--- config.mk ---
export PLATFORM = sky130hd
export DESIGN_NAME = analog_input_live_zero_monitor
export DESIGN_NICKNAME = d
export VERILOG_FILES = /design/src/alz_pkg.sv /design/src/analog_input_live_zero_monitor.sv
export VERILOG_INCLUDE_DIRS = /design/src
export SDC_FILE = /design/constraint.sdc
export NUM_CORES = 2
export LEC_CHECK = 0
export ABC_AREA = 1
export BUFFER_PORTS_ARGS = -buffer_cell sky130_fd_sc_hd__buf_2
export CAP_MARGIN = 30
export CORE_MARGIN = 2
export CORE_UTILIZATION = 30
export DETAILED_ROUTE_END_ITERATION = 8
export GPL_TIMING_DRIVEN = 0
export MAX_ROUTING_LAYER = met4
export PLACE_DENSITY = 0.51
export RECOVER_POWER = 100
export SYNTH_ARGS = -nofsm -noshare
export SYNTH_HDL_FRONTEND = slang
export SYNTH_SLANG_ARGS = --single-unit
--- constraint.sdc ---
create_clock -name clk_sys -period 64.2 [get_ports clk_sys]
set_clock_uncertainty 0.2 [all_clocks]
set_input_delay 3.21 -clock clk_sys [delete_from_list [all_inputs] [get_ports clk_sys]]
set_output_delay 3.21 -clock clk_sys [all_outputs]
set_load 0.02 [all_outputs]
--- src/alz_defines.svh ---
// constants for the analog input, live-zero and hand/auto block
// Summary of operation
// - enabled hand/auto terminal inputs overrule the hand and auto panel keys.
// - auto-start at logic 1 gives auto mode, accepting terminal or serial starts.
// - auto-start and hand-start together: auto wins, hand is ignored.
// - neither auto-start nor hand-start active: motor stops, off/stop mode.
// - function codes 0 none, 1 reference, 2 feedback; 3 thermistor voltage only.
// - an input set to no operation affects nothing.
// - several reference inputs are added into one analog reference.
// - thermistor resistance reaching 3 kohm flags overtemperature and stops the drive.
// - voltage minimum point spans 0-10 V, default 0 V.
// - voltage maximum point defaults to 10 V.
// - current minimum point spans 0-20 mA, default 4 mA.
// - current maximum point defaults to 20 mA.
// - below half minimum point longer than timeout (1-99 s, default 10) acts.
// - loss watch only when minimum exceeds 1 V or 2 mA.
// - timeout action codes 0 none .. 5 stop and trip.
// - analog loss and bus timeout together: analog loss action wins.
`ifndef ALZ_DEFINES_SVH
`define ALZ_DEFINES_SVH
`define NUM_INPUTS 32'h3
`define IDX_VA 0
`define IDX_VB 1
`define IDX_CUR 2
`define FUNC_NONE 2'h0
`define FUNC_REF 2'h1
`define FUNC_FB 2'h2
`define FUNC_THERM 2'h3
`define ACT_NONE 3'h0
`define ACT_FREEZE 3'h1
`define ACT_STOP 3'h2
`define ACT_JOG 3'h3
`define ACT_MAXF 3'h4
`define ACT_STOP_TRIP 3'h5
`define DEF_FUNC_VA 2'h1
`define DEF_FUNC_VB 2'h0
`define DEF_FUNC_CUR 2'h1
`define V_TOP 8'h64
`define DEF_V_MIN 8'h00
`define DEF_V_MAX 8'h64
`define I_TOP 8'hC8
`define DEF_I_MIN 8'h28
`define DEF_I_MAX 8'hC8
`define LZ_EN_V 8'h0A
`define LZ_EN_I 8'h14
`define TIMEOUT_MIN 7'h01
`define TIMEOUT_MAX 7'h63
`define DEF_TIMEOUT 7'h0A
`define THERM_CUTOUT_OHM 16'h0BB8
`define PROT_WARN 2'h1
`define PROT_TRIP 2'h2
`define SCALE_FULL 10'h3E8
`define ONE_SEC_NS 32'h3B9ACA00
`define CLK_NS 32'h8
`endif

--- src/alz_pkg.sv ---
// types shared by the analog input, live-zero and hand/auto block
package alz_pkg;
  typedef enum logic [2:0] {
    MODE_OFF = 3'h1,
    MODE_HAND = 3'h2,
    MODE_AUTO = 3'h4
  } mode_e;
endpackage

--- src/analog_input_live_zero_monitor.sv ---
// analog input routing, scaling, live-zero watch and hand/auto priority
`timescale 1ns/1ps
`include "alz_defines.svh"
module analog_input_live_zero_monitor #(
  parameter int unsigned TICK_CYCLES = `ONE_SEC_NS / `CLK_NS
) (
  input wire logic clk_sys,
  input wire logic arst_n,
  input wire logic hand_start_pin,
  input wire logic auto_start_pin,
  input wire logic hand_term_en,
  input wire logic auto_term_en,
  input wire logic key_hand,
  input wire logic key_auto,
  input wire logic key_off,
  input wire logic term_start,
  input wire logic serial_start,
  input wire logic [7:0] volt_a_sample,
  input wire logic [7:0] volt_b_sample,
  input wire logic [7:0] curr_sample,
  input wire logic [15:0] therm_a_ohm,
  input wire logic [15:0] therm_b_ohm,
  input wire logic cfg_load,
  input wire logic [1:0] voltage_input_a_function,
  input wire logic [1:0] voltage_input_b_function,
  input wire logic [1:0] current_input_function,
  input wire logic [7:0] voltage_input_a_min_point,
  input wire logic [7:0] voltage_input_a_max_point,
  input wire logic [7:0] voltage_input_b_min_point,
  input wire logic [7:0] voltage_input_b_max_point,
  input wire logic [7:0] current_input_min_point,
  input wire logic [7:0] current_input_max_point,
  input wire logic [6:0] signal_loss_timeout,
  input wire logic [2:0] signal_loss_action,
  input wire logic [1:0] thermal_prot_mode,
  input wire logic bus_timeout,
  input wire logic [2:0] bus_action,
  input wire logic trip_clear,
  output logic off_mode,
  output logic hand_mode,
  output logic auto_mode,
  output logic start_accept,
  output logic motor_run,
  output logic [11:0] ref_sum,
  output logic [11:0] fb_sum,
  output logic overtemp,
  output logic [2:0] signal_loss,
  output logic [2:0] timeout_action,
  output logic drive_stop,
  output logic trip
);

  // ==========================================================
  // helper functions
  // linear map of a sample between two points onto 0..1000
  function automatic logic [9:0] scale_value(input logic [7:0] x, input logic [7:0] lo,
                                             input logic [7:0] hi);
    logic [17:0] num;
    logic [17:0] quo;
    num = '0;
    quo = '0;
    if (hi <= lo || x <= lo)
      scale_value = '0;
    else if (x >= hi)
      scale_value = `SCALE_FULL;
    else
    begin
      num = 18'(x - lo) * 18'(`SCALE_FULL);
      quo = num / {10'h000, 8'(hi - lo)};
      scale_value = quo[9:0];
    end
  endfunction

  // clip a scaling point to the top of its range
  function automatic logic [7:0] clip_point(input logic [7:0] x, input logic [7:0] top);
    clip_point = (x > top) ? top : x;
  endfunction

  // unknown action codes behave as no action
  function automatic logic [2:0] clip_action(input logic [2:0] a);
    clip_action = (a > `ACT_STOP_TRIP) ? `ACT_NONE : a;
  endfunction

  // ==========================================================
  // state
  logic [1:0] hand_sync_reg, auto_sync_reg;
  alz_pkg::mode_e mode_reg, mode_next, req_mode;
  logic [1:0] func_reg [3], eff_func [3];
  logic [7:0] min_reg [3], max_reg [3], sample [3];
  logic [6:0] timeout_reg, loss_cnt_reg [3];
  logic [26:0] tick_cnt_reg;
  logic [9:0] scaled [3];
  logic [2:0] action_reg, timeout_action_reg, loss_act_clip, act_sel;
  logic [2:0] signal_loss_reg, mon_en, below;
  logic overtemp_reg, drive_stop_reg, trip_reg, start_accept_reg, motor_run_reg;
  logic tick_reg, overtemp_next, stop_act;
  logic [11:0] ref_sum_reg, fb_sum_reg, ref_sum_next, fb_sum_next;

  // ==========================================================
  // terminal synchronisers, only the second stage is read
  always_ff @(posedge clk_sys or negedge arst_n)
  begin
    if (!arst_n)
    begin
      hand_sync_reg <= 2'h0;
      auto_sync_reg <= 2'h0;
    end
    else
    begin
      hand_sync_reg <= {hand_sync_reg[0], hand_start_pin};
      auto_sync_reg <= {auto_sync_reg[0], auto_start_pin};
    end
  end

  // ==========================================================
  // hand/auto/off mode selection
  always_comb
  begin
    req_mode = mode_reg;
    if (hand_term_en || auto_term_en)
    begin
      if (auto_term_en && auto_sync_reg[1])
        req_mode = alz_pkg::MODE_AUTO;
      else if (hand_term_en && hand_sync_reg[1])
        req_mode = alz_pkg::MODE_HAND;
      else
        req_mode = alz_pkg::MODE_OFF;
    end
    else if (key_auto)
      req_mode = alz_pkg::MODE_AUTO;
    else if (key_hand)
      req_mode = alz_pkg::MODE_HAND;
    else if (key_off)
      req_mode = alz_pkg::MODE_OFF;
    case (mode_reg)
      alz_pkg::MODE_OFF, alz_pkg::MODE_HAND, alz_pkg::MODE_AUTO: mode_next = req_mode;
      default: mode_next = alz_pkg::MODE_OFF;
    endcase
  end

  always_ff @(posedge clk_sys or negedge arst_n)
  begin
    if (!arst_n)
      mode_reg <= alz_pkg::MODE_OFF;
    else
      mode_reg <= mode_next;
  end

  // ==========================================================
  // configuration capture with documented defaults
  always_ff @(posedge clk_sys or negedge arst_n)
  begin
    if (!arst_n)
    begin
      func_reg[`IDX_VA] <= `DEF_FUNC_VA;
      func_reg[`IDX_VB] <= `DEF_FUNC_VB;
      func_reg[`IDX_CUR] <= `DEF_FUNC_CUR;
      min_reg[`IDX_VA] <= `DEF_V_MIN;
      min_reg[`IDX_VB] <= `DEF_V_MIN;
      max_reg[`IDX_VA] <= `DEF_V_MAX;
      max_reg[`IDX_VB] <= `DEF_V_MAX;
      min_reg[`IDX_CUR] <= `DEF_I_MIN;
      max_reg[`IDX_CUR] <= `DEF_I_MAX;
      timeout_reg <= `DEF_TIMEOUT;
      action_reg <= `ACT_NONE;
    end
    else if (cfg_load)
    begin
      func_reg[`IDX_VA] <= voltage_input_a_function;
      func_reg[`IDX_VB] <= voltage_input_b_function;
      func_reg[`IDX_CUR] <= current_input_function;
      min_reg[`IDX_VA] <= clip_point(voltage_input_a_min_point, `V_TOP);
      max_reg[`IDX_VA] <= clip_point(voltage_input_a_max_point, `V_TOP);
      min_reg[`IDX_VB] <= clip_point(voltage_input_b_min_point, `V_TOP);
      max_reg[`IDX_VB] <= clip_point(voltage_input_b_max_point, `V_TOP);
      min_reg[`IDX_CUR] <= clip_point(current_input_min_point, `I_TOP);
      max_reg[`IDX_CUR] <= clip_point(current_input_max_point, `I_TOP);
      timeout_reg <= (signal_loss_timeout < `TIMEOUT_MIN) ? `TIMEOUT_MIN :
        ((signal_loss_timeout > `TIMEOUT_MAX) ? `TIMEOUT_MAX : signal_loss_timeout);
      action_reg <= clip_action(signal_loss_action);
    end
  end

  // ==========================================================
  // routing, scaling, sums and live-zero conditions
  assign sample[`IDX_VA] = volt_a_sample;
  assign sample[`IDX_VB] = volt_b_sample;
  assign sample[`IDX_CUR] = curr_sample;

  always_comb
  begin
    ref_sum_next = '0;
    fb_sum_next = '0;
    for (int i = 0; i < `NUM_INPUTS; i++)
    begin
      eff_func[i] = func_reg[i];
      if (i == `IDX_CUR && func_reg[i] == `FUNC_THERM)
        eff_func[i] = `FUNC_NONE;
      scaled[i] = scale_value(sample[i], min_reg[i], max_reg[i]);
      if (eff_func[i] == `FUNC_REF)
        ref_sum_next = ref_sum_next + 12'(scaled[i]);
      if (eff_func[i] == `FUNC_FB)
        fb_sum_next = fb_sum_next + 12'(scaled[i]);
      mon_en[i] = (eff_func[i] == `FUNC_REF || eff_func[i] == `FUNC_FB) &&
                  (min_reg[i] > ((i == `IDX_CUR) ? `LZ_EN_I : `LZ_EN_V));
      below[i] = ({1'b0, sample[i]} << 1) < {1'b0, min_reg[i]};
    end
  end

  // thermistor cut-out, only with thermal protection armed
  assign overtemp_next = (thermal_prot_mode == `PROT_WARN || thermal_prot_mode == `PROT_TRIP) &&
    ((eff_func[`IDX_VA] == `FUNC_THERM && therm_a_ohm >= `THERM_CUTOUT_OHM) ||
     (eff_func[`IDX_VB] == `FUNC_THERM && therm_b_ohm >= `THERM_CUTOUT_OHM));

  // analog loss action overrules the bus timeout action
  assign loss_act_clip = action_reg;
  assign act_sel = (|signal_loss_reg) ? loss_act_clip :
                   (bus_timeout ? clip_action(bus_action) : `ACT_NONE);
  assign stop_act = (act_sel == `ACT_STOP) || (act_sel == `ACT_STOP_TRIP);

  // ==========================================================
  // one second tick and per-input loss timers
  always_ff @(posedge clk_sys or negedge arst_n)
  begin
    if (!arst_n)
    begin
      tick_cnt_reg <= '0;
      tick_reg <= 1'b0;
    end
    else
    begin
      tick_reg <= (tick_cnt_reg == 27'(TICK_CYCLES - 1));
      tick_cnt_reg <= (tick_cnt_reg == 27'(TICK_CYCLES - 1)) ? '0 : tick_cnt_reg + 27'h1;
    end
  end

  always_ff @(posedge clk_sys or negedge arst_n)
  begin
    if (!arst_n)
    begin
      for (int i = 0; i < `NUM_INPUTS; i++)
        loss_cnt_reg[i] <= '0;
      signal_loss_reg <= 3'h0;
    end
    else
    begin
      for (int i = 0; i < `NUM_INPUTS; i++)
      begin
        if (!mon_en[i] || !below[i])
          loss_cnt_reg[i] <= '0;
        else if (tick_reg && loss_cnt_reg[i] <= timeout_reg)
          loss_cnt_reg[i] <= loss_cnt_reg[i] + 7'h01;
        signal_loss_reg[i] <= mon_en[i] && below[i] && (loss_cnt_reg[i] > timeout_reg);
      end
    end
  end

  // ==========================================================
  // outputs: action, stop, trip, run and sums
  always_ff @(posedge clk_sys or negedge arst_n)
  begin
    if (!arst_n)
    begin
      timeout_action_reg <= `ACT_NONE;
      overtemp_reg <= 1'b0;
      drive_stop_reg <= 1'b0;
      trip_reg <= 1'b0;
      start_accept_reg <= 1'b0;
      motor_run_reg <= 1'b0;
      ref_sum_reg <= '0;
      fb_sum_reg <= '0;
    end
    else
    begin
      timeout_action_reg <= act_sel;
      overtemp_reg <= overtemp_next;
      // set wins over the clear
      trip_reg <= (act_sel == `ACT_STOP_TRIP) || (trip_reg && !trip_clear);
      drive_stop_reg <= overtemp_next || stop_act || trip_reg;
      start_accept_reg <= (mode_reg == alz_pkg::MODE_AUTO) && (term_start || serial_start);
      motor_run_reg <= !(overtemp_next || stop_act || trip_reg) &&
        ((mode_reg == alz_pkg::MODE_HAND) ||
         ((mode_reg == alz_pkg::MODE_AUTO) && (term_start || serial_start)));
      ref_sum_reg <= ref_sum_next;
      fb_sum_reg <= fb_sum_next;
    end
  end

  assign off_mode = mode_reg[0];
  assign hand_mode = mode_reg[1];
  assign auto_mode = mode_reg[2];
  assign start_accept = start_accept_reg;
  assign motor_run = motor_run_reg;
  assign ref_sum = ref_sum_reg;
  assign fb_sum = fb_sum_reg;
  assign overtemp = overtemp_reg;
  assign signal_loss = signal_loss_reg;
  assign timeout_action = timeout_action_reg;
  assign drive_stop = drive_stop_reg;
  assign trip = trip_reg;

  // ==========================================================
  // checks
  AST_AUTO_WINS: assert property (@(posedge clk_sys) disable iff (!arst_n)
    auto_term_en && auto_sync_reg[1] && hand_sync_reg[1] |=> auto_mode && !hand_mode)
    else $error("auto start did not win over hand start");
  AST_OFF_IDLE: assert property (@(posedge clk_sys) disable iff (!arst_n)
    (hand_term_en || auto_term_en) && !auto_sync_reg[1] && !hand_sync_reg[1]
    |=> off_mode ##1 !motor_run)
    else $error("no terminal start did not give off mode");
  AST_KEYS_OVERRULED: assert property (@(posedge clk_sys) disable iff (!arst_n)
    hand_term_en && hand_sync_reg[1] && !(auto_term_en && auto_sync_reg[1]) && key_auto
    |=> hand_mode)
    else $error("panel key overruled a terminal request");
  AST_AUTO_ACCEPT: assert property (@(posedge clk_sys) disable iff (!arst_n)
    auto_mode && serial_start |=> start_accept)
    else $error("auto mode did not accept a serial start");
  AST_NOOP_NO_REF: assert property (@(posedge clk_sys) disable iff (!arst_n)
    eff_func[0] != `FUNC_REF && eff_func[1] != `FUNC_REF && eff_func[2] != `FUNC_REF
    |=> ref_sum == 12'h000)
    else $error("reference sum not zero with no reference input");
  AST_FULL_SCALE: assert property (@(posedge clk_sys) disable iff (!arst_n)
    eff_func[0] == `FUNC_REF && eff_func[1] != `FUNC_REF && eff_func[2] != `FUNC_REF &&
    max_reg[0] > min_reg[0] && volt_a_sample >= max_reg[0] |=> ref_sum == 12'(`SCALE_FULL))
    else $error("input at max point did not give full scale");
  AST_THERM_STOP: assert property (@(posedge clk_sys) disable iff (!arst_n)
    eff_func[0] == `FUNC_THERM && thermal_prot_mode == `PROT_TRIP &&
    therm_a_ohm >= `THERM_CUTOUT_OHM |=> overtemp && drive_stop && !motor_run)
    else $error("thermistor cut-out did not stop the drive");
  AST_LOSS_GATED: assert property (@(posedge clk_sys) disable iff (!arst_n)
    !mon_en[2] |=> !signal_loss[2])
    else $error("loss flagged on an unwatched current input");
  AST_LOSS_TIME: assert property (@(posedge clk_sys) disable iff (!arst_n)
    $rose(signal_loss[0]) |-> $past(loss_cnt_reg[0]) > $past(timeout_reg))
    else $error("loss flagged before the timeout ran out");
  AST_LOSS_BEATS_BUS: assert property (@(posedge clk_sys) disable iff (!arst_n)
    (|signal_loss_reg) && bus_timeout |=> timeout_action == $past(loss_act_clip))
    else $error("bus action taken over analog loss action");
  AST_STOP_TRIP: assert property (@(posedge clk_sys) disable iff (!arst_n)
    act_sel == `ACT_STOP_TRIP |=> trip && drive_stop ##1 drive_stop)
    else $error("stop and trip did not latch a trip");

endmodule

# Yosys cells after proc, flatten, opt, wreduce, memory -nomap -nowiden
# Index checks and enable logic that the tools add are counted.
[word_totals] ff_bits=155 in_bits=139 elab_cells=189
[op_classes] add_sub_neg=14 multipliers=3 div=3 order_cmp=33 eq_ne=18 mux=39 reduce_logical=51
[op_table] cell="10-bit two-way mux" n=8
[op_table] cell="7-bit two-way mux" n=8
[op_table] cell="18-bit by 8-bit divider with 18-bit output" n=3
[op_table] cell="18-bit by 7-bit multiplier with 15-bit output (second input constant)" n=3
[op_table] cell="12-bit by 10-bit adder with 12-bit output" n=4
[op_table] cell="8-bit less-or-equal comparator" n=6
[op_table] cell="12-bit two-way mux" n=4
[op_table] cell="8-bit two-way mux" n=6
[op_table] cell="16-bit by 12-bit >= comparator with 1-bit output (second input constant)" n=2
[op_table] cell="8-bit by 7-bit greater-than comparator with 1-bit output (second input constant)" n=4
[op_table] cell="3-bit two-way mux" n=10
[op_table] cell="27-bit by 1-bit adder with 27-bit output (second input constant)" n=1
[op_table] cell="27-bit == test (second input constant)" n=1
[op_table] cell="9-bit by 8-bit less-than comparator with 1-bit output" n=3
[op_table] cell="27-bit two-way mux" n=1
[op_table] cell="8-bit by 8-bit subtractor with 9-bit output" n=3
[op_table] cell="8-bit >= comparator" n=3
[op_table] cell="8-bit subtractor" n=3
[op_table] cell="7-bit by 1-bit adder with 7-bit output (second input constant)" n=3
[op_table] cell="7-bit greater-than comparator" n=3
[op_table] cell="7-bit less-or-equal comparator" n=3
[op_table] cell="1-bit logical AND" n=20
[op_table] cell="1-bit logical OR" n=18
[op_table] cell="8-bit by 4-bit greater-than comparator with 1-bit output (second input constant)" n=2
[op_table] cell="other kinds (15)" n=39

# Logic depth before layout (Yosys ltp)
[depth] depth_word=10 depth_mapped=290 mapped_depth_nobuf=280

# Worst setup path before layout
# No wires, ideal clock.
[synth_timing] path_type="input port to flip-flop" startpoint="in volt_b_sample[0]" endpoint="reg ref_sum_reg[10], in the netlist ref_sum[10]" t_arrival_ps=40557 t_required_ps=63921 path_slack_ps=23364 path_stages=273 path_buffers=10 cell_sequence="inv_1 > ha_1 > fa_1 > nand3b_1 > nand2_1 > a31o_2 > xor2_1 > fa_1 > fa_1 > fa_1 > fa_1 > inv_1 > ha_1 > inv_1 > nor3_1 > o21ai_0 > nand3_1 > inv_1 > [237 not listed] > inv_1 > nor2_1 > nor2_1 > o21ai_0 > inv_1 > nor2_1 > nor2_1 > nor2_1 > nor2_1 > nand2_1 > nand2_1 > o21ai_0 > ha_1 > inv_1 > nor2_1 > o21a_1 > o21ai_0 > xor2_1"
[synth_via] elab_chain_cells=9
[synth_rtl] element="start: declaration" line="analog_input_live_zero_monitor.sv:19" text="input wire logic [7:0] volt_b_sample,"
[synth_rtl] element="8-bit by 8-bit subtractor with 9-bit output" line="analog_input_live_zero_monitor.sv:68" text="num = 18'(x - lo) * 18'(`SCALE_FULL);"
[synth_rtl] element="18-bit by 7-bit multiplier with 15-bit output" line="analog_input_live_zero_monitor.sv:68"
[synth_rtl] element="18-bit by 8-bit divider with 18-bit output" line="analog_input_live_zero_monitor.sv:69" text="quo = num / {10'h000, 8'(hi - lo)};"
[synth_rtl] element="10-bit two-way mux" line="analog_input_live_zero_monitor.sv:64" text="else if (x >= hi)"
[synth_rtl] element="10-bit two-way mux (*)" line="analog_input_live_zero_monitor.sv:62" text="if (hi <= lo || x <= lo)"
[synth_rtl] element="12-bit by 10-bit adder with 12-bit output (*)" line="analog_input_live_zero_monitor.sv:201" text="ref_sum_next = ref_sum_next + 12'(scaled[i]);"
[synth_rtl] element="12-bit two-way mux (*)" line="analog_input_live_zero_monitor.sv:200" text="if (eff_func[i] == `FUNC_REF)"
[synth_rtl] element="12-bit by 10-bit adder with 12-bit output" line="analog_input_live_zero_monitor.sv:201"
[synth_rtl] element="12-bit two-way mux (*)" line="analog_input_live_zero_monitor.sv:200"
[synth_rtl] element="via ref_sum_next[10]" line="analog_input_live_zero_monitor.sv:97" text="logic [11:0] ref_sum_reg, fb_sum_reg, ref_sum_next, fb_sum_next;"
[synth_rtl] element="end signal: assignment" line="analog_input_live_zero_monitor.sv:284" text="ref_sum_reg <= ref_sum_next;"
[synth_rtl] element="end: declaration" line="analog_input_live_zero_monitor.sv:97"
# Mark *: on every way through the listed nets, which the timed path passes. The rest lies on a longest branch.
# A chain may end at the register's enable or synchronous reset.

# Final worst setup path
# Same ends and word-level chain as after synthesis.

==> results.json <==
{
  "yosysUniqueCellTypes": 74,
  "maxCapViolations": 2,
  "nFillCells": 13601,
  "ys.warnings.count": 0,
  "drcViolationCount": 0,
  "relSlewSlack_pct": -261,
  "cp-end-kind": "flip-flop",
  "die_area_um2": 127000,
  "status": "finished, violations left",
  "synth_most_common_cell": "nand2_1",
  "required_ns": 64.32,
  "yosysTopAreaCell": "ha_1",
  "timing.final.crit_share_pct": 80.2,
  "drt-initial-drc-count": 1802,
  "grt_max_degree": 99,
  "drtAntennaViolNets": 0,
  "synth_area_per_cell_um2": 6.64,
  "port_buffers": 169,
  "syn_to_final_growth_pct": 9.27,
  "multiInputGateArea_um2": 29300,
  "hold_viol_final": 0,
  "place_congestion": 0.869,
  "vias": 35573,
  "syn-num-nets": 6447,
  "ys_ff_latch": 155,
  "synth_edf_count": 0,
  "initial_utilization_pct": 30.2,
  "cts_tree": "built",
  "syn_inst": 5622,
  "worst_slew_pin_slew_ns": 5.41,
  "final_layout_size_suffix_gt1_share_pct": 9.24,
  "synth_top_area_share_pct": 19.9,
  "busiest_layer": "met2",
  "fin_nets": 6643,
  "cp_max_fo": 10,
  "grt_util_met2_pct": 26.6,
  "firstDrtPassIters": 7,
  "cpMostUsedCell": "nand2_1",
  "largest_reg_flops": 27,
  "postCtsSetupBuffers": 0,
  "worst-setup-path-type": "in -> reg",
  "routed_wl_mm": 106,
  "core_um2": 123000,
  "clock_sinks": 155,
  "synth.top_cells.by_count": "1166 x nand2_1, 919 x inv_1, 593 x ha_1",
  "h-tree-depth": 4,
  "grt_pass1_vias": 33546,
  "finalCriticalPeriod_ns": 51.47,
  "met3_usage_pct": 2.51,
  "rsz0062_at_grt": "no",
  "synth_area_um2": 37300,
  "synthFlopType": "dfrtp_1",
  "regArea_um2": 3900,
  "grt_usage_pct": 17.0,
  "crit_slowest_cell": "fa_1",
  "critical-path-max-stage-delay_ns": 0.54,
  "drv_slew": 158,
  "cts_buffer_depth": 2,
  "antenna_found_initial": 13,
  "routed_via_density": 4.76,
  "yosysSeqAreaShare_pct": 10.5,
  "hold_path_class": "reg -> reg",
  "cts_made_buffers": 17,
  "io_pins": 177,
  "root_buffer": "clkbuf_16",
  "dp_hpwl_mm": 90.4,
  "arrival_ns": 51.60,
  "post_drt_wl_per_cell_um": 14.1,
  "cts.clk_slew.worst_paths_ns": 0.06,
  "clock.fmax_mhz": 19.4,
  "start_kind": "primary input",
  "clk_latency_ns": 0.48,
  "async_reset_ff_share_pct": 100,
  "die_w_um": 357,
  "grt-ovfl-total": 0,
  "yosys-top-cells-area": "ha_1 20%, nand2_1 12%, dfrtp_1 9.3%, inv_1 9.2%, o21ai_0 5.4%",
  "grt_first_pass_wirelength_mm": 171,
  "grtUsageMet1_pct": 23.6,
  "rows": 129,
  "setup_viol": 0,
  "ctsHoldBuffers": 0,
  "die_h_um": 357,
  "violations": "capacitance limit, slew limit",
  "cts_resized": 0,
  "tns_ns": 0
}
## layout by cell type, fill, tap and decap left out, types with 53 or more instances in the layout
| cell type | count |
|---|---|
| xnor2_1 | 132 |
| buf_2 | 133 |
| a21oi_1 | 258 |
| nand2_2 | 79 |
| nand2_1 | 1166 |
| nor3_1 | 72 |
| nor2_1 | 433 |
| o21ai_0 | 409 |
| fa_1 | 93 |
| xor2_1 | 203 |
| dfrtp_1 | 139 |
| a21o_1 | 79 |
| clkbuf_1 | 93 |
| nand3_2 | 53 |
| nand4_1 | 73 |
| ha_1 | 593 |
| inv_1 | 922 |
| nand3_1 | 321 |
## per-stage QoR
| step | setup slack (ns) | area [µm²] | hold slack [ns] | utilization (%) | std cells |
|---|---|---|---|---|---|
| floorplan | 23.36 | 37300 | 0.131 | - | 5622 |
| global placement | 15.83 | 40200 | 0.133 | 32.6 | 7428 |
| detailed placement | 15.51 | 40400 | 0.135 | 32.7 | 7436 |
| CTS | 15.89 | 41000 | 0.149 | 33.2 | 7468 |
| global route | 7.33 | 40700 | 0.171 | 33.0 | 7472 |
| finish | 12.73 | 40800 | 0.147 | 33.0 | 7479 |
## routing by layer
metal | wire length, µm | part of all wire, % | vias to the layer above
li1 | - | - | 18801
met1 | 53300 | 51 | 16136
met5 | 0 | 0 | -
met4 | 1430 | 1.4 | 0
met2 | 45500 | 43 | 572
met3 | 5270 | 5.0 | 64
## worst max-delay path, delay by kind of cell
family          cells  cell delay (ns)
simple gates      111            14.71
xor+xnor            2             0.91
buf+inv            50             8.22
compound gates     80            15.03
fa+ha+maj          28             9.50
## final cells by class
class	instances	area share, %
Antenna cell	11	0.0675
Buffer	60	0.706
Clock buffer	22	1.14
Clock inverter	10	0.282
Inverter	978	9.08
Multi-Input combinational cell	4429	71.9
Sequential cell	155	9.56
Tap cell	1637	5.02
Timing Repair Buffer	177	2.20
## cell families after synthesis
family	count (synthesis)	synth area share (%)
compound gates	983	15.2
xor+xnor	339	7.96
fa+ha+maj	686	24.9
buf+inv	1038	10.8
flops	155	10.5
mux	1	0.0268
simple gates	2420	30.7
## final timing paths
| check | start | to | slack, ns | depth (start not counted) |
|---|---|---|---|---|
| worst max register to register | min_reg[9]$_DFFE_PN0P_ | ref_sum[10]$_DFF_PN0_ | 15.24 | 271 |
| worst min-delay path | hand_sync_reg[0]$_DFF_PN0_ | hand_sync_reg[1]$_DFF_PN0_ | 0.15 | 0 |
| worst max-delay path | volt_b_sample[0] | ref_sum[10]$_DFF_PN0_ | 12.73 | 271 |
| min in group asynchronous | arst_n | tick_cnt_reg[23]$_DFF_PN0_ | 3.59 | 1 |
| worst min register to register | hand_sync_reg[0]$_DFF_PN0_ | hand_sync_reg[1]$_DFF_PN0_ | 0.15 | 0 |
| max in group asynchronous | arst_n | max_reg[11]$_DFFE_PN0P_ | 53.78 | 2 |
Power is left out: the tool's default activity adds up to more than one toggle a clock period on the data nets, which glitch-free logic cannot reach.
